$ cat config.mk
export PLATFORM = sky130hd
export DESIGN_NAME = smdd_top
export DESIGN_NICKNAME = d
export VERILOG_FILES = /design/src/logic/smdd_top.v /design/src/logic/smdd_bcd.v /design/src/logic/smdd_fmt.v
export VERILOG_INCLUDE_DIRS = /design/src /design/src/logic
export SDC_FILE = /design/constraint.sdc
export NUM_CORES = 1
export LEC_CHECK = 0
export ABC_CLOCK_PERIOD_IN_PS = 14400
export BUFFER_PORTS_ARGS = -buffer_cell sky130_fd_sc_hd__clkbuf_2
export CORE_ASPECT_RATIO = 1.4
export CORE_UTILIZATION = 35
export CTS_CLUSTER_SIZE = 40
export DETAILED_ROUTE_END_ITERATION = 8
export HOLD_SLACK_MARGIN = 0.05
export PLACE_DENSITY = 0.64
export SYNTH_ARGS = -nofsm -noshare
export SYNTH_HDL_FRONTEND = slang
export SYNTH_SLANG_ARGS = --single-unit
$ cat constraint.sdc
create_clock -name i_clk -period 14.4 [get_ports i_clk]
set_input_delay 0.72 -clock i_clk [delete_from_list [all_inputs] [get_ports i_clk]]
set_output_delay 0.72 -clock i_clk [all_outputs]
set_load 0.1 [all_outputs]
$ cat src/logic/smdd_map.vh
// Register map, codes, glyphs and timing of the monitor display block
`ifndef SMDD_MAP_VH
`define SMDD_MAP_VH
`define SMDD_A_MONSEL 4'h0
`define SMDD_A_DISPCTL 4'h1
`define SMDD_A_SPECIAL 4'h2
`define SMDD_A_FORCE 4'h3
`define SMDD_A_INSTAT 4'h4
`define SMDD_A_OUTSTAT 4'h5
`define SMDD_A_JOGSPD 4'h6
`define SMDD_A_FLTSLOT 4'h7
`define SMDD_A_MAPTGT 4'h8
`define SMDD_A_STATSEL 4'h9
`define SMDD_A_PANEL 4'hA
`define SMDD_CTL_HEX 0
`define SMDD_CTL_HIGH 1
`define SMDD_CTL_VIEW 3:2
`define SMDD_CTL_FN 5:4
`define SMDD_FN_MON 2'h1
`define SMDD_FN_FLT 2'h2
`define SMDD_FN_JOG 2'h3
`define SMDD_VIEW_FORCE 2'h1
`define SMDD_VIEW_IN 2'h2
`define SMDD_VIEW_OUT 2'h3
`define SMDD_SEL_MAX 5'h1A
`define SMDD_SEL_INERTIA 5'h0F
`define SMDD_SEL_RES 5'h11
`define SMDD_SEL_ENC 5'h12
`define SMDD_SEL_MAP0 5'h13
`define SMDD_SEL_MAP3 5'h16
`define SMDD_SEL_STAT0 5'h17
`define SMDD_SEL_STAT3 5'h1A
`define SMDD_SPF_FORCE 16'h0196
`define SMDD_SPF_NORMAL 16'h0190
`define SMDD_JOG_DEF 16'h0014
`define SMDD_JOG_MAX 16'h1388
`define SMDD_ENC_LIM 32'h00001388
`define SMDD_FLT_SLOTS 5
`define SMDD_SLOT_MAX 3'h4
`define SMDD_KUP 0
`define SMDD_KDN 1
`define SMDD_KSET 2
`define SMDD_KMODE 3
`define SMDD_G_BLANK 5'h10
`define SMDD_G_HIGH 5'h11
`define SMDD_G_LOW 5'h12
`define SMDD_G_NAME 5'h13
`define SMDD_G_J 5'h14
`define SMDD_G_G 5'h15
`define SMDD_G_ZERO 5'h00
`define SMDD_DP_NEG 5'h18
`define SMDD_DP_LOW 5'h01
`define SMDD_DP_HIGH 5'h02
`define SMDD_BCD_BITS 6'h20
`define SMDD_BCD_DIGITS 10
`define SMDD_NAME_MS 1000
`define SMDD_CLK_KHZ 10000
`endif

$ cat src/logic/smdd_top.v
// Front panel monitor, jog, forced output and diagnosis logic
//
// Our own choices: strobed register access and the address map.
`include "smdd_map.vh"
// Operation
// - Codes 0 to 16 select drive quantities
// - Codes 19 to 22 show mapping words
// - Codes 23 to 26 show status words
// - 16-bit: five decimal or four hex
// - 32-bit decimal split low five, high rest
// - 32-bit hex halves marked h or L
// - Decimal negative shows lit points; hex unsigned
// - Monitor values 32-bit, halves and format free
// - Parameters use one fixed format
// - Code 17 reports two resonance frequencies
// - Code 18 index position clamped +-5000
// - Set key shows stored fault code
// - Jog setup shows speed, default 20
// - Jog turns only while key held
// - Jog needs servo on; mode returns
// - 406 forces outputs, 400 restores normal
// - Force value bits drive outputs
// - Force value cleared at power up
// - Forcing works only with servo off
// - Input word bit per input, ascending
// - Output word bit per output, ascending
// - Hex force value blanks fifth digit
// - Power-up shows name then value; keys step
module smdd_top #(
    parameter P_NAME_CYC = `SMDD_NAME_MS * `SMDD_CLK_KHZ
) (
    input wire i_clk,
    input wire i_rst,
    input wire [3:0] i_addr,
    input wire [31:0] i_wdata,
    input wire i_wr,
    input wire i_rd,
    output reg [31:0] o_rdata,
    input wire i_key_up,
    input wire i_key_down,
    input wire i_key_set,
    input wire i_key_mode,
    input wire i_servo_on,
    input wire [7:0] i_digital_input,
    input wire [4:0] i_do_normal,
    input wire i_fault_evt,
    input wire [15:0] i_fault_code,
    input wire [31:0] i_quant_data,
    input wire [15:0] i_res1_hz,
    input wire [15:0] i_res2_hz,
    input wire [31:0] i_enc_index_pos,
    output reg [4:0] o_quant_sel,
    output reg [7:0] o_sub_sel,
    output reg [24:0] o_disp_glyph,
    output reg [4:0] o_disp_dp,
    output reg [4:0] o_dout,
    output reg o_jog_fwd,
    output reg o_jog_rev,
    output reg [15:0] o_jog_speed
);
    localparam [6:0] S_NAME = 7'h01;
    localparam [6:0] S_MON = 7'h02;
    localparam [6:0] S_FPAR = 7'h04;
    localparam [6:0] S_FSHOW = 7'h08;
    localparam [6:0] S_JPAR = 7'h10;
    localparam [6:0] S_JSET = 7'h20;
    localparam [6:0] S_JOG = 7'h40;
    localparam [31:0] NAME_END = P_NAME_CYC - 1;
    localparam [23:0] NAME_LAST = NAME_END[23:0];

    reg [6:0] state_r;
    reg [6:0] state_nxt;
    reg [23:0] name_cnt_r;
    reg [3:0] key_s1_r;
    reg [3:0] key_s2_r;
    reg [3:0] key_s3_r;
    reg [7:0] din_s1_r;
    reg [7:0] din_s2_r;
    reg son_s1_r;
    reg son_s2_r;
    reg [4:0] mon_sel_r;
    reg [3:0] disp_ctl_r;
    reg [15:0] special_r;
    reg force_en_r;
    reg [4:0] force_val_r;
    reg [2:0] flt_slot_r;
    reg [31:0] map_tgt_r;
    reg [31:0] stat_sel_r;
    reg [15:0] hist_r [0:`SMDD_FLT_SLOTS-1];
    reg [31:0] rd_nxt;
    reg [31:0] mon_val;
    reg [31:0] fv_val;
    reg fv_sgn;
    reg fv_hex;
    reg fv_wide;
    reg fv_high;
    reg fv_blank;
    reg fv_dp1;
    reg [24:0] lit_glyph;
    reg lit_on;
    reg conv_busy_r;
    reg [31:0] cap_val_r;
    reg cap_neg_r;
    reg cap_hex_r;
    reg cap_wide_r;
    reg cap_high_r;
    reg cap_blank_r;
    reg cap_dp1_r;
    wire [3:0] key_hit;
    wire [3:0] key_held;
    wire fv_neg;
    wire [31:0] fv_mag;
    wire ctl_wr;
    wire bcd_done;
    wire [39:0] bcd_out;
    wire [24:0] fmt_glyph;
    wire [4:0] fmt_dp;
    integer k;

    function [31:0] smdd_clamp;
        input [31:0] x;
        begin
            if ($signed(x) > $signed(`SMDD_ENC_LIM)) begin
                smdd_clamp = `SMDD_ENC_LIM;
            end else if ($signed(x) < -$signed(`SMDD_ENC_LIM)) begin
                smdd_clamp = -`SMDD_ENC_LIM;
            end else begin
                smdd_clamp = x;
            end
        end
    endfunction

    function [7:0] smdd_byte;
        input [31:0] w;
        input [4:0] idx;
        begin
            smdd_byte = w[idx[1:0]*8 +: 8];
        end
    endfunction

    // Two decimal digit glyphs of a selection code up to 29
    function [9:0] smdd_dec2;
        input [4:0] v;
        begin
            if (v >= 5'h14) begin
                smdd_dec2 = {5'h02, v - 5'h14};
            end else if (v >= 5'h0A) begin
                smdd_dec2 = {5'h01, v - 5'h0A};
            end else begin
                smdd_dec2 = {5'h00, v};
            end
        end
    endfunction

    // Keys are slow pins; press is the synchronised rising edge
    assign key_held = key_s2_r;
    assign key_hit = key_s2_r & ~key_s3_r;
    assign ctl_wr = i_wr && (i_addr == `SMDD_A_DISPCTL);
    assign fv_neg = fv_sgn && !fv_hex && fv_val[31];
    assign fv_mag = fv_neg ? (32'h00000000 - fv_val) : fv_val;

    always @(posedge i_clk or posedge i_rst) begin
        if (i_rst) begin
            key_s1_r <= 4'h0;
            key_s2_r <= 4'h0;
            key_s3_r <= 4'h0;
            din_s1_r <= 8'h00;
            din_s2_r <= 8'h00;
            son_s1_r <= 1'b0;
            son_s2_r <= 1'b0;
        end else begin
            key_s1_r <= {i_key_mode, i_key_set, i_key_down, i_key_up};
            key_s2_r <= key_s1_r;
            key_s3_r <= key_s2_r;
            din_s1_r <= i_digital_input;
            din_s2_r <= din_s1_r;
            son_s1_r <= i_servo_on;
            son_s2_r <= son_s1_r;
        end
    end

    always @* begin
        state_nxt = state_r;
        case (state_r)
            S_NAME: if (name_cnt_r == NAME_LAST) state_nxt = S_MON;
            S_MON: state_nxt = S_MON;
            S_FPAR: if (key_hit[`SMDD_KSET]) state_nxt = S_FSHOW;
            S_FSHOW: if (key_hit[`SMDD_KMODE]) state_nxt = S_FPAR;
            S_JPAR: if (key_hit[`SMDD_KSET]) state_nxt = S_JSET;
            S_JSET: begin
                if (key_hit[`SMDD_KSET]) begin
                    state_nxt = S_JOG;
                end else if (key_hit[`SMDD_KMODE]) begin
                    state_nxt = S_JPAR;
                end
            end
            S_JOG: if (key_hit[`SMDD_KMODE]) state_nxt = S_JPAR;
            default: state_nxt = S_MON;
        endcase
        if (ctl_wr) begin
            case (i_wdata[`SMDD_CTL_FN])
                `SMDD_FN_MON: state_nxt = S_MON;
                `SMDD_FN_FLT: state_nxt = S_FPAR;
                `SMDD_FN_JOG: state_nxt = S_JPAR;
                default: state_nxt = state_nxt;
            endcase
        end
    end

    always @(posedge i_clk or posedge i_rst) begin
        if (i_rst) begin
            state_r <= S_NAME;
            name_cnt_r <= 24'h000000;
        end else begin
            state_r <= state_nxt;
            if (state_r == S_NAME) begin
                name_cnt_r <= name_cnt_r + 24'h000001;
            end
        end
    end

    // Software registers; a bus write wins over a key in the same cycle
    always @(posedge i_clk or posedge i_rst) begin
        if (i_rst) begin
            mon_sel_r <= 5'h00;
            disp_ctl_r <= 4'h0;
            special_r <= 16'h0000;
            force_en_r <= 1'b0;
            force_val_r <= 5'h00;
            o_jog_speed <= `SMDD_JOG_DEF;
            flt_slot_r <= 3'h0;
            map_tgt_r <= 32'h00000000;
            stat_sel_r <= 32'h00000000;
        end else if (i_wr) begin
            case (i_addr)
                `SMDD_A_MONSEL: if (i_wdata[31:0] <= `SMDD_SEL_MAX)
                    mon_sel_r <= i_wdata[4:0];
                `SMDD_A_DISPCTL: disp_ctl_r <= i_wdata[3:0];
                `SMDD_A_SPECIAL: begin
                    special_r <= i_wdata[15:0];
                    if (i_wdata[15:0] == `SMDD_SPF_FORCE) begin
                        force_en_r <= 1'b1;
                    end else if (i_wdata[15:0] == `SMDD_SPF_NORMAL) begin
                        force_en_r <= 1'b0;
                    end
                end
                `SMDD_A_FORCE: force_val_r <= i_wdata[4:0];
                `SMDD_A_JOGSPD: if (i_wdata[15:0] <= `SMDD_JOG_MAX)
                    o_jog_speed <= i_wdata[15:0];
                `SMDD_A_FLTSLOT: if (i_wdata[31:0] <= `SMDD_SLOT_MAX)
                    flt_slot_r <= i_wdata[2:0];
                `SMDD_A_MAPTGT: map_tgt_r <= i_wdata;
                `SMDD_A_STATSEL: stat_sel_r <= i_wdata;
                default: mon_sel_r <= mon_sel_r;
            endcase
        end else if (state_r == S_MON) begin
            if (key_hit[`SMDD_KUP]) begin
                mon_sel_r <= (mon_sel_r == `SMDD_SEL_MAX) ? 5'h00
                             : mon_sel_r + 5'h01;
            end else if (key_hit[`SMDD_KDN]) begin
                mon_sel_r <= (mon_sel_r == 5'h00) ? `SMDD_SEL_MAX
                             : mon_sel_r - 5'h01;
            end
        end else if (state_r == S_JSET) begin
            if (key_hit[`SMDD_KUP] && o_jog_speed < `SMDD_JOG_MAX) begin
                o_jog_speed <= o_jog_speed + 16'h0001;
            end else if (key_hit[`SMDD_KDN] && o_jog_speed != 16'h0000) begin
                o_jog_speed <= o_jog_speed - 16'h0001;
            end
        end
    end

    // Newest fault lands in slot 0; oldest drops out
    always @(posedge i_clk or posedge i_rst) begin
        if (i_rst) begin
            for (k = 0; k < `SMDD_FLT_SLOTS; k = k + 1) begin
                hist_r[k] <= 16'h0000;
            end
        end else if (i_fault_evt) begin
            hist_r[0] <= i_fault_code;
            for (k = 1; k < `SMDD_FLT_SLOTS; k = k + 1) begin
                hist_r[k] <= hist_r[k-1];
            end
        end
    end

    // Quantity source toward the drive and its companion selector
    always @(posedge i_clk or posedge i_rst) begin
        if (i_rst) begin
            o_quant_sel <= 5'h00;
            o_sub_sel <= 8'h00;
        end else begin
            o_quant_sel <= mon_sel_r;
            if (mon_sel_r >= `SMDD_SEL_MAP0 && mon_sel_r <= `SMDD_SEL_MAP3) begin
                o_sub_sel <= smdd_byte(map_tgt_r, mon_sel_r - `SMDD_SEL_MAP0);
            end else if (mon_sel_r >= `SMDD_SEL_STAT0) begin
                o_sub_sel <= smdd_byte(stat_sel_r,
                                       mon_sel_r - `SMDD_SEL_STAT0);
            end else begin
                o_sub_sel <= 8'h00;
            end
        end
    end

    always @* begin
        case (mon_sel_r)
            `SMDD_SEL_RES: mon_val = {i_res2_hz, i_res1_hz};
            `SMDD_SEL_ENC: mon_val = smdd_clamp(i_enc_index_pos);
            default: mon_val = i_quant_data;
        endcase
    end

    always @* begin
        fv_val = 32'h00000000;
        fv_sgn = 1'b0;
        fv_hex = 1'b0;
        fv_wide = 1'b0;
        fv_high = 1'b0;
        fv_blank = 1'b0;
        fv_dp1 = 1'b0;
        case (state_r)
            S_MON: begin
                if (disp_ctl_r[`SMDD_CTL_VIEW] == 2'h0) begin
                    fv_val = mon_val;
                    fv_sgn = 1'b1;
                    fv_wide = 1'b1;
                    fv_hex = disp_ctl_r[`SMDD_CTL_HEX];
                    fv_high = disp_ctl_r[`SMDD_CTL_HIGH];
                    fv_dp1 = (mon_sel_r == `SMDD_SEL_INERTIA) && !fv_high;
                end else begin
                    fv_hex = 1'b1;
                    case (disp_ctl_r[`SMDD_CTL_VIEW])
                        `SMDD_VIEW_FORCE: begin
                            fv_val = {27'h0000000, force_val_r};
                            fv_blank = 1'b1;
                        end
                        `SMDD_VIEW_IN: fv_val = {24'h000000, din_s2_r};
                        `SMDD_VIEW_OUT: fv_val = {27'h0000000, o_dout};
                        default: fv_val = 32'h00000000;
                    endcase
                end
            end
            S_FPAR: fv_val = {29'h00000000, flt_slot_r};
            S_FSHOW: fv_val = {16'h0000, hist_r[flt_slot_r]};
            S_JSET: fv_val = {16'h0000, o_jog_speed};
            default: fv_val = 32'h00000000;
        endcase
    end

    always @* begin
        lit_on = 1'b1;
        lit_glyph = {5{`SMDD_G_BLANK}};
        case (state_r)
            S_NAME: lit_glyph = {`SMDD_G_NAME, `SMDD_G_BLANK, `SMDD_G_BLANK,
                                 smdd_dec2(mon_sel_r)};
            S_JPAR: lit_glyph = {`SMDD_G_J, {4{`SMDD_G_BLANK}}};
            S_JOG: lit_glyph = {`SMDD_G_BLANK, `SMDD_G_BLANK, `SMDD_G_J,
                                `SMDD_G_ZERO, `SMDD_G_G};
            default: lit_on = 1'b0;
        endcase
    end

    // Snapshot the value so sign, digits and hex agree within one frame
    always @(posedge i_clk or posedge i_rst) begin
        if (i_rst) begin
            conv_busy_r <= 1'b0;
            cap_val_r <= 32'h00000000;
            cap_neg_r <= 1'b0;
            cap_hex_r <= 1'b0;
            cap_wide_r <= 1'b0;
            cap_high_r <= 1'b0;
            cap_blank_r <= 1'b0;
            cap_dp1_r <= 1'b0;
        end else if (!conv_busy_r) begin
            conv_busy_r <= 1'b1;
            cap_val_r <= fv_val;
            cap_neg_r <= fv_neg;
            cap_hex_r <= fv_hex;
            cap_wide_r <= fv_wide;
            cap_high_r <= fv_high;
            cap_blank_r <= fv_blank;
            cap_dp1_r <= fv_dp1;
        end else if (bcd_done) begin
            conv_busy_r <= 1'b0;
        end
    end

    smdd_bcd u_bcd (
        .i_clk(i_clk),
        .i_rst(i_rst),
        .i_start(~conv_busy_r),
        .i_bin(fv_mag),
        .o_done(bcd_done),
        .o_bcd(bcd_out)
    );

    smdd_fmt u_fmt (
        .i_val(cap_val_r),
        .i_bcd(bcd_out),
        .i_neg(cap_neg_r),
        .i_hex(cap_hex_r),
        .i_wide(cap_wide_r),
        .i_high(cap_high_r),
        .i_blank5(cap_blank_r),
        .i_dp1(cap_dp1_r),
        .o_glyph(fmt_glyph),
        .o_dp(fmt_dp)
    );

    always @(posedge i_clk or posedge i_rst) begin
        if (i_rst) begin
            o_disp_glyph <= {5{`SMDD_G_BLANK}};
            o_disp_dp <= 5'h00;
        end else if (lit_on) begin
            o_disp_glyph <= lit_glyph;
            o_disp_dp <= 5'h00;
        end else if (bcd_done) begin
            o_disp_glyph <= fmt_glyph;
            o_disp_dp <= fmt_dp;
        end
    end

    // Outputs and jog motion; reset also clears the forcing state
    always @(posedge i_clk or posedge i_rst) begin
        if (i_rst) begin
            o_dout <= 5'h00;
            o_jog_fwd <= 1'b0;
            o_jog_rev <= 1'b0;
        end else begin
            if (force_en_r && !son_s2_r) begin
                o_dout <= force_val_r;
            end else begin
                o_dout <= i_do_normal;
            end
            o_jog_fwd <= (state_r == S_JOG) && son_s2_r &&
                         key_held[`SMDD_KUP] && !key_held[`SMDD_KDN];
            o_jog_rev <= (state_r == S_JOG) && son_s2_r &&
                         key_held[`SMDD_KDN] && !key_held[`SMDD_KUP];
        end
    end

    always @* begin
        case (i_addr)
            `SMDD_A_MONSEL: rd_nxt = {27'h0000000, mon_sel_r};
            `SMDD_A_DISPCTL: rd_nxt = {28'h0000000, disp_ctl_r};
            `SMDD_A_SPECIAL: rd_nxt = {16'h0000, special_r};
            `SMDD_A_FORCE: rd_nxt = {27'h0000000, force_val_r};
            `SMDD_A_INSTAT: rd_nxt = {24'h000000, din_s2_r};
            `SMDD_A_OUTSTAT: rd_nxt = {27'h0000000, o_dout};
            `SMDD_A_JOGSPD: rd_nxt = {16'h0000, o_jog_speed};
            `SMDD_A_FLTSLOT: rd_nxt = {29'h00000000, flt_slot_r};
            `SMDD_A_MAPTGT: rd_nxt = map_tgt_r;
            `SMDD_A_STATSEL: rd_nxt = stat_sel_r;
            `SMDD_A_PANEL: rd_nxt = {24'h000000, force_en_r, state_r};
            default: rd_nxt = 32'h00000000;
        endcase
    end

    always @(posedge i_clk or posedge i_rst) begin
        if (i_rst) begin
            o_rdata <= 32'h00000000;
        end else begin
            o_rdata <= i_rd ? rd_nxt : 32'h00000000;
        end
    end
endmodule // smdd_top

$ cat src/logic/smdd_bcd.v
// Serial binary to decimal digit converter, one bit per clock
`include "smdd_map.vh"
module smdd_bcd (
    input wire i_clk,
    input wire i_rst,
    input wire i_start,
    input wire [31:0] i_bin,
    output reg o_done,
    output reg [39:0] o_bcd
);
    reg [31:0] sh_r;
    reg [39:0] acc_r;
    reg [5:0] cnt_r;
    reg busy_r;
    wire [39:0] acc_adj;
    wire [39:0] acc_nxt;

    function [39:0] smdd_adj3;
        input [39:0] b;
        integer k;
        begin
            smdd_adj3 = b;
            for (k = 0; k < `SMDD_BCD_DIGITS; k = k + 1) begin
                if (b[k*4 +: 4] > 4'h4) begin
                    smdd_adj3[k*4 +: 4] = b[k*4 +: 4] + 4'h3;
                end
            end
        end
    endfunction

    assign acc_adj = smdd_adj3(acc_r);
    assign acc_nxt = {acc_adj[38:0], sh_r[31]};

    always @(posedge i_clk or posedge i_rst) begin
        if (i_rst) begin
            sh_r <= 32'h00000000;
            acc_r <= 40'h0000000000;
            cnt_r <= 6'h00;
            busy_r <= 1'b0;
            o_done <= 1'b0;
            o_bcd <= 40'h0000000000;
        end else if (!busy_r) begin
            o_done <= 1'b0;
            if (i_start) begin
                sh_r <= i_bin;
                acc_r <= 40'h0000000000;
                cnt_r <= `SMDD_BCD_BITS;
                busy_r <= 1'b1;
            end
        end else begin
            acc_r <= acc_nxt;
            sh_r <= {sh_r[30:0], 1'b0};
            cnt_r <= cnt_r - 6'h01;
            if (cnt_r == 6'h01) begin
                busy_r <= 1'b0;
                o_done <= 1'b1;
                o_bcd <= acc_nxt;
            end
        end
    end
endmodule // smdd_bcd

$ cat src/logic/smdd_fmt.v
// Five digit glyph and decimal point formatter
`include "smdd_map.vh"
module smdd_fmt (
    input wire [31:0] i_val,
    input wire [39:0] i_bcd,
    input wire i_neg,
    input wire i_hex,
    input wire i_wide,
    input wire i_high,
    input wire i_blank5,
    input wire i_dp1,
    output reg [24:0] o_glyph,
    output reg [4:0] o_dp
);
    function [24:0] smdd_dig5;
        input [19:0] n;
        begin
            smdd_dig5 = {1'b0, n[19:16], 1'b0, n[15:12], 1'b0, n[11:8],
                         1'b0, n[7:4], 1'b0, n[3:0]};
        end
    endfunction

    always @* begin
        o_glyph = smdd_dig5(i_bcd[19:0]);
        o_dp = 5'h00;
        if (i_hex) begin
            if (i_wide) begin
                o_glyph = smdd_dig5({4'h0, i_high ? i_val[31:16]
                                                  : i_val[15:0]});
                o_glyph[24:20] = i_high ? `SMDD_G_HIGH : `SMDD_G_LOW;
            end else begin
                o_glyph = smdd_dig5({4'h0, i_val[15:0]});
                if (i_blank5) begin
                    o_glyph[24:20] = `SMDD_G_BLANK;
                end
            end
        end else begin
            if (i_wide && i_high) begin
                o_glyph = smdd_dig5(i_bcd[39:20]);
            end
            if (i_wide) begin
                o_dp = i_high ? `SMDD_DP_HIGH : `SMDD_DP_LOW;
            end
            if (i_dp1) begin
                o_dp = o_dp | `SMDD_DP_HIGH;
            end
            if (i_neg) begin
                o_dp = o_dp | `SMDD_DP_NEG;
            end
        end
    end
endmodule // smdd_fmt

==> results of run 1 <==
## area by class of cell
cell class	instances	area, um2	share of cell area (%)
repair buffers	296	1580	5.44
clock inverters	20	194	0.667
multi-input cells	1684	12100	41.4
inverters	73	279	0.959
well taps	944	1180	4.06
flip-flops and latches	493	12300	42.4
diodes	1	2.50	0.00860
clock buffers	73	1460	5.01
## report_power, final
part | leakage [nW] | internal (W) | switching, W
sequential | 6.23 | 0.00162 | 0.000221
combinational | 5.62 | 0.000414 | 0.000685
clock | 0.812 | 0.000742 | 0.000578
## cell families after synthesis
logic type / share of synthesized area, %
compound gates: 15.3
xor+xnor: 2.60
fa+ha+maj: 2.21
buf+inv: 3.58
flops: 48.8
mux: 14.8
other cells: 0.0148
simple gates: 12.6
## metrics by stage
step / power (W) / setup slack [ns] / cell area, um2 / utilization, %
after global routing: 0.00445 / 9.28 / 29100 / 40.7
final: 0.00426 / 9.49 / 29100 / 40.7
after floorplan: 0.00260 / 7.00 / 25300 / -
after global placement: 0.00293 / 9.63 / 27400 / 38.4
after CTS: 0.00428 / 9.60 / 29100 / 40.7
after detailed placement: 0.00295 / 9.58 / 27400 / 38.4
## worst reg2reg max path, delay by kind of cell (launching register included)
family	cells	cell delay, ns
AO/OA/AOI/OAI	7	1.88
AND/OR/NAND/NOR	2	0.75
buffers and inverters	4	0.72
adder cells (fa/ha/maj)	2	0.69
flip-flops	1	0.52
XOR/XNOR	1	0.18
## placed cells by master, fill, tap and decap left out, drive strengths merged, types with 30 or more instances in the layout
cell,n
clkbuf,339
nand2,212
inv,73
o21ai,201
nor3,60
nand3,76
xnor2,54
a22oi,74
mux4,40
mux2,211
dfrtp,486
a21oi,141
buf,30
nor2,151
a31oi,31
mux2i,45
ha,43
## routing by layer
metal	up-vias	routed length [um]	track usage (%)
met5	-	67	0
met4	10	4970	12.6
met3	217	5560	3.93
met2	828	39400	37.1
met1	10100	33100	27.8
li1	9179	-	-
## registers in the layout (all words and copies together), names as in the netlist, 6 cells and up
| register | count |
|---|---|
| o_jog_speed | 16 |
| u_bcd.acc_r | 40 |
| u_bcd.sh_r | 32 |
| cap_val_r | 32 |
| name_cnt_r | 24 |
| o_sub_sel | 8 |
| o_disp_glyph | 24 |
| state_r | 7 |
| u_bcd.cnt_r | 6 |
| hist_r | 80 |
| u_bcd.o_bcd | 40 |
| special_r | 16 |
| o_rdata | 32 |
| stat_sel_r | 32 |
| din_s2_r | 8 |
| din_s1_r | 8 |
| map_tgt_r | 32 |
## worst paths after layout
kind / from / to / slack (ns) / cells past startpoint
worst max-delay path: mon_sel_r[2]$_DFFE_PP0P_ / u_bcd.sh_r[24]$_DFFE_PP0P_ / 9.49 / 16
max in group asynchronous: i_rst / key_held[3]$_DFF_PP0_ / 12.09 / 4
min in group i_clk: i_servo_on / son_s1_r$_DFF_PP0_ / 0.20 / 1
worst max register to register: mon_sel_r[2]$_DFFE_PP0P_ / u_bcd.sh_r[24]$_DFFE_PP0P_ / 9.49 / 16
worst min-delay path: i_rst / o_disp_glyph[17]$_DFFE_PP0P_ / 0.11 / 2
worst min register to register: din_s1_r[3]$_DFF_PP0_ / din_s2_r[3]$_DFF_PP0_ / 0.34 / 0
==> metrics.md, run 1 <==
| Metric | Value |
|---|---|
| Outcome | finished, final reports clean |
| DR DRC count | 0 |
| DP HPWL | 60600 um |
| Most common cell on crit path | inv_1 |
| Clock Sinks | 493 |
| Fin. Hold Viols | 0 |
| Die height | 320 um |
| Core area | 71400 um2 |
| Nature of the critical path endpoint | flop |
| Clock Latency Late Sink | between 0.6 and 0.7 ns |
| Highest clock rate | 204 MHz |
| Total power per unit cell area | 146 nW/um2 |
| CP Data Required Time | approximately 15 ns |
| 1st-iter DRT viols | 1772 |
| Die width | 229 um |
| Tmin final | 4.91 ns |
| Leading area contributor after synthesis | dfrtp_1 |
| CTS tree | built |
| Most numerous cell in the Yosys netlist | dfrtp_1 |
| Worst rel slew slack | 21.9% |
| Crit start category | flop |
| CTS resizes | 0 |
| Clock Path Buffers | 3 |
| Post-synth top cells | 486 x dfrtp_1, 212 x nand2_1, 211 x mux2_2 |
| Worst path bufs/invs | 4 |
| Crit path kind | reg2reg |
| First-pass GRT wire length | 126000 um |
| Syn Area/Cell | 10.5 um2 |
| Full die area | around 73000 um2 |
| Top Family by Delay on Critical Path | compound AO/OA/AOI/OAI gates |
| CTS Buf Count | 50 |
| Final Net Count | roughly 2800 |
| Synth warn | 0 |
| Post-Syn Nets | between 2000 and 3000 |
| Post-Route WL | slightly above 80000 um |
| Placer Congestion | 0.970 |
| Min-delay worst type | in2async |
| Top cells by area, synth | dfrtp_1 48%, mux2_2 9.4%, o21ai_0 3.9% |
| Setup TNS Final | 0 ns |
| Fin cells | 3584 |
| Max Slew Vio Count | 0 |
| Post-synth ARST share | 100% |
| Gr ovfl total | 0 |
| Vias in the first global route | 20200 |
| Post-synth top area share | 48.1% |
| IO Port Bufs | 267 |
| Num rows | 116 |
| Leakage | 12.7 nW |
| Clock slew at reported path FFs | 0.06 ns |
| Max Cap Viol | 0 |
| Starting Density | 35.4% |
| Num ports | 269 |
| Setup violators final | 0 |
| Cell Area, Synth | 25300 um2 |
| Most used DFF post-synth | dfrtp_1 |
| Initial antenna violation count | 6 |
| Placed Cells | roughly 3500 |
| Crit-path slowest cell | dfrtp_1 |
| Final Cycle Share | 34.1% |
| Worst hold margin | 0.108 ns |
| Worst-path fanout max | 33 |
| Maximum number of pins on one net before global-route repair | 176 |
| Gr usage total | between 20% and 30% |
| WP data arrival | around 5.4 ns |
| Cell Chain, Critical Path | inv_1 > ha_1 > o211ai_4 > buf_4 > a221o_1 > a32o_1 > a21oi_1 > o21ai_0 > inv_1 > ha_1 > inv_1 > nor4_4 > nand4_2 > o31ai_1 > xnor2_1 > o221ai_2 |
| H-tree depth | 2 |
| Crit-path max cell delay | roughly 0.52 ns |
| IR drop worst, VDD | 137 uV |
| RSZ-0062 raised after global routing | false |
| EDFF count, synth | 0 |
| Vias | 20300 |
| Yosys reg bits | 493 |
| Part of the Yosys area used for sequential elements | roughly half |
| Worst-Margin Slew | approximately 1.2 ns |
| Post-CTS Setup Bufs | 0 |
| Wirelength per Cell | 23.2 um |
| Ratio of cells with drive above 1 in the final layout | 25.5% |
| Post-synthesis cell type count | 89 |
| Hold Buf Count CTS | 0 |
| Clock Skew | about 0.041 ns |
| Final ANT Viol Nets | 0 |
| DRT Pass-1 Iters | 7 |
| Clk root buf | clkbuf_16 |
| DR vias/cell | between 5 and 6 |
| # fillers | 7036 |
| Syn Inst Count | 2405 |
| Syn-to-layout area delta | 15.1% |
No activity file was read; power rests on OpenSTA's default activity.
==> run 2, diff against run 1 <==
--- a/config.mk
+++ b/config.mk
@@ -6,7 +6,7 @@
 export SDC_FILE = /design/constraint.sdc
 export NUM_CORES = 1
 export LEC_CHECK = 0
-export ABC_CLOCK_PERIOD_IN_PS = 14400
+export ABC_CLOCK_PERIOD_IN_PS = 4200
 export BUFFER_PORTS_ARGS = -buffer_cell sky130_fd_sc_hd__clkbuf_2
 export CORE_ASPECT_RATIO = 1.4
 export CORE_UTILIZATION = 35
==> constraint.sdc (replaced) <==
create_clock -name i_clk -period 4.2 [get_ports i_clk]
set_input_delay 0.21 -clock i_clk [delete_from_list [all_inputs] [get_ports i_clk]]
set_output_delay 0.21 -clock i_clk [all_outputs]
set_load 0.1 [all_outputs]
==> metrics.md, run 2 (synthesis results as in run 1) <==
| Metric | Value |
|---|---|
| Clock Sinks | 493 (unchanged) |
| 1st-iter DRT viols | 1998 (+13%) |
| Setup TNS Final | 0 ns (unchanged) |
| Post-Route WL | 85900 um (+3.3%) |
| Internal | 0.00985 W (+260%) |
| Vias in the first global route | 20600 (+1.9%) |
| Post-route worst setup slack | 0.374 ns (-9.12 ns) |
| Outcome | finished, final reports clean |
| Switch share | 34.3% (-0.57 points) |
| DP HPWL | 63900 um (+5.6%) |
| Clock slew at reported path FFs | 0.07 ns (about the same) |
| Worst hold stages | 2 |
| Commonest non-fill, non-tap cell in the layout | dfrtp_1 |
| Total power per unit cell area | 495 nW/um2 (+240%) |
| Tmin final | 3.83 ns (-1.08 ns) |
| IR drop worst, VDD | 621 uV (+350%) |
| Largest reg by FF count | hist_r |
| DR vias/cell | 5.64 (-0.59%) |
| Die height | 320 um (unchanged) |
| Setup violators final | 0 (unchanged) |
| RSZ-0062 raised after global routing | false |
| Highest clock rate | 261 MHz (+28%) |
| Leakage | 13.3 nW (+4.7%) |
| Placed cell area | 27900 um2 (+1.8%) |
| Reg-to-reg slack, setup | 0.37 ns (-9.12 ns) |
| WP depth | 15 (-1) |
| CTS tree | built |
| Net switching power | 0.00514 W (+250%) |
| Most frequent cells in the layout | 485 x dfrtp_1, 266 x clkbuf_2, 212 x nand2_1, 211 x mux2_2, 195 x o21ai_0 |
| Clock Skew | 0.0280 ns (-0.0133 ns) |
| Placer Congestion | 0.944 (-2.7%) |
| CTS Buf Count | 50 (unchanged) |
| Dpl ws | 0.217 ns (-9.36 ns) |
| Clock Latency Late Sink | 0.62 ns (about the same) |
| Worst-Margin Slew | 1.35 ns (+0.185 ns) |
| Max Slew Vio Count | 0 (unchanged) |
| Crit-path max cell delay | 0.42 ns (-0.10 ns) |
| First-pass GRT wire length | 129000 um (+2.2%) |
| Crit path kind | reg2reg |
| Num rows | 116 (unchanged) |
| Final core occ | 42.4% (+1.7 points) |
| Final Cycle Share | 91.1% (+57 points) |
| Biggest regs | hist_r: 80 flops, u_bcd.acc_r: 40 flops, u_bcd.o_bcd: 40 flops |
| Final Net Count | 2938 (+4.4%) |
| Vias | 20900 (+2.9%) |
| Num ports | 269 (unchanged) |
| Most common cell on crit path | inv_1 |
| Clk root buf | clkbuf_16 |
| CP Data Required Time | 4.69 ns (-10.16 ns) |
| Reg power frac | 41.5% (-1.7 points) |
| Worst r2r src | mon_sel_r[2]$_DFFE_PP0P_ |
| H-tree depth | 2 (unchanged) |
| Min-delay worst type | in2reg |
| Reg2Reg Depth | 15 (-1) |
| Top Family by Delay on Critical Path | compound AO/OA/AOI/OAI gates |
| Starting Density | 35.4% (unchanged) |
| Ratio of cells with drive above 1 in the final layout | 26.2% (+0.77 points) |
| Crit-path slowest cell | a221oi_1 |
| Combinational power share | 26.9% (+1.1 points) |
| Crit start category | flop |
| Min-delay src | i_wdata[5] |
| Full die area | 73300 um2 (unchanged) |
| Worst reg2reg path endpoint | u_bcd.sh_r[20]$_DFFE_PP0P_ |
| Worst rel slew slack | 9.07% (-13 points) |
| Nature of the critical path endpoint | flop |
| Worst path bufs/invs | 4 (unchanged) |
| Fin. Hold Viols | 0 (unchanged) |
| Max Cap Viol | 0 (unchanged) |
| DR DRC count | 0 (unchanged) |
| Wirelength per Cell | 23.1 um (-0.18%) |
| Post-route cell area | 30300 um2 (+4.1%) |
| Clock Path Buffers | 3 (unchanged) |
| Gr usage total | 23.2% (+0.66 points) |
| Initial antenna violation count | 5 (-1) |
| CTS resizes | 0 (unchanged) |
| Cell Chain, Critical Path | inv_1 > ha_1 > o211ai_4 > buf_12 > a221oi_1 > o221a_2 > o21ai_0 > inv_1 > ha_1 > inv_1 > nor4_4 > nand4_2 > and3_1 > o311ai_0 > nand2_1 |
| Worst-path fanout max | 26 (-21%) |
| Hold EP | state_r[1]$_DFF_PP0_ |
| DRT Pass-1 Iters | 8 (+1) |
| Maximum number of pins on one net before global-route repair | 108 (-39%) |
| WP data arrival | 4.32 ns (-1.04 ns) |
| Worst hold margin | 0.116 ns (+0.00787 ns) |
| Core area | 71400 um2 (unchanged) |
| Final ANT Viol Nets | 0 (unchanged) |
| Share of power burned in the clock network | 31.5% (+0.5 points) |
| IO Port Bufs | 267 (unchanged) |
| Max reg flops | 80 (unchanged) |
| Syn-to-layout area delta | 19.8% |
| Gr ovfl total | 0 (unchanged) |
| Die width | 229 um (unchanged) |
==> run 2: how the worst max path moves through the flow <==
stage | from | endpoint
2_1_floorplan | i_rst | cap_blank_r$_DFFE_PP0N_
3_3_place_gp | i_enc_index_pos[25] | u_bcd.sh_r[24]$_DFFE_PP0P_
3_5_place_dp | i_enc_index_pos[25] | u_bcd.sh_r[24]$_DFFE_PP0P_
4_1_cts | mon_sel_r[2]$_DFFE_PP0P_ | u_bcd.sh_r[24]$_DFFE_PP0P_
5_1_grt | o_jog_speed[4]$_DFFE_PP1P_ | o_jog_speed[14]$_DFFE_PP0P_
6_report | mon_sel_r[2]$_DFFE_PP0P_ | u_bcd.sh_r[20]$_DFFE_PP0P_
==> run 2: stage by stage <==
stage	total power (W)	std cells
floorplan	0.00890	2405
global placement	0.0102	3552
detailed placement	0.0103	3552
CTS	0.0151	3708
global route	0.0157	3708
finish	0.0150	3709
==> run 2: area by class of cell <==
class,count,area [um2]
fillers,6881,41100
flip-flops and latches,493,12300
multi-input cells,1684,12000
repair buffers,421,2720
clock buffers,73,1400
well taps,944,1180
clock inverters,20,315
inverters,73,278
diodes,1,2.50
==> run 2: power groups by stage <==
stage / Combinational (W) / Sequential, W / Clock [W]
after floorplan: 0.00227 / 0.00663 / 0
after global placement: 0.00393 / 0.00628 / 0
after detailed placement: 0.00397 / 0.00630 / 0
after CTS: 0.00404 / 0.00622 / 0.00483
after global routing: 0.00435 / 0.00631 / 0.00500
final: 0.00404 / 0.00623 / 0.00473
==> run 2: worst reg2reg max path: stages (launching register included) <==
cell      delay, ns
dfrtp_1        0.39
inv_1          0.20
ha_1           0.36
o211ai_4       0.22
buf_12         0.23
a221oi_1       0.42
o221a_2        0.26
o21ai_0        0.10
inv_1          0.08
ha_1           0.16
inv_1          0.08
nor4_4         0.31
nand4_2        0.25
and3_1         0.26
o311ai_0       0.32
nand2_1        0.09
==> run 2: what timing repair did <==
| action | in CTS | in global routing |
|---|---|---|
| hold buffers | 63 | 0 |
| setup buffers | 0 | 0 |
| hold endpoints to repair | 122 | 0 |
==> run 2: metal layers <==
metal,up-vias,GRT usage (%),part of all wire (%)
met3,200,3.45,6.5
met1,10500,28.6,39
met2,827,39.0,49
li1,9425,-,-
met4,6,12.2,5.4
met5,-,0,0.048
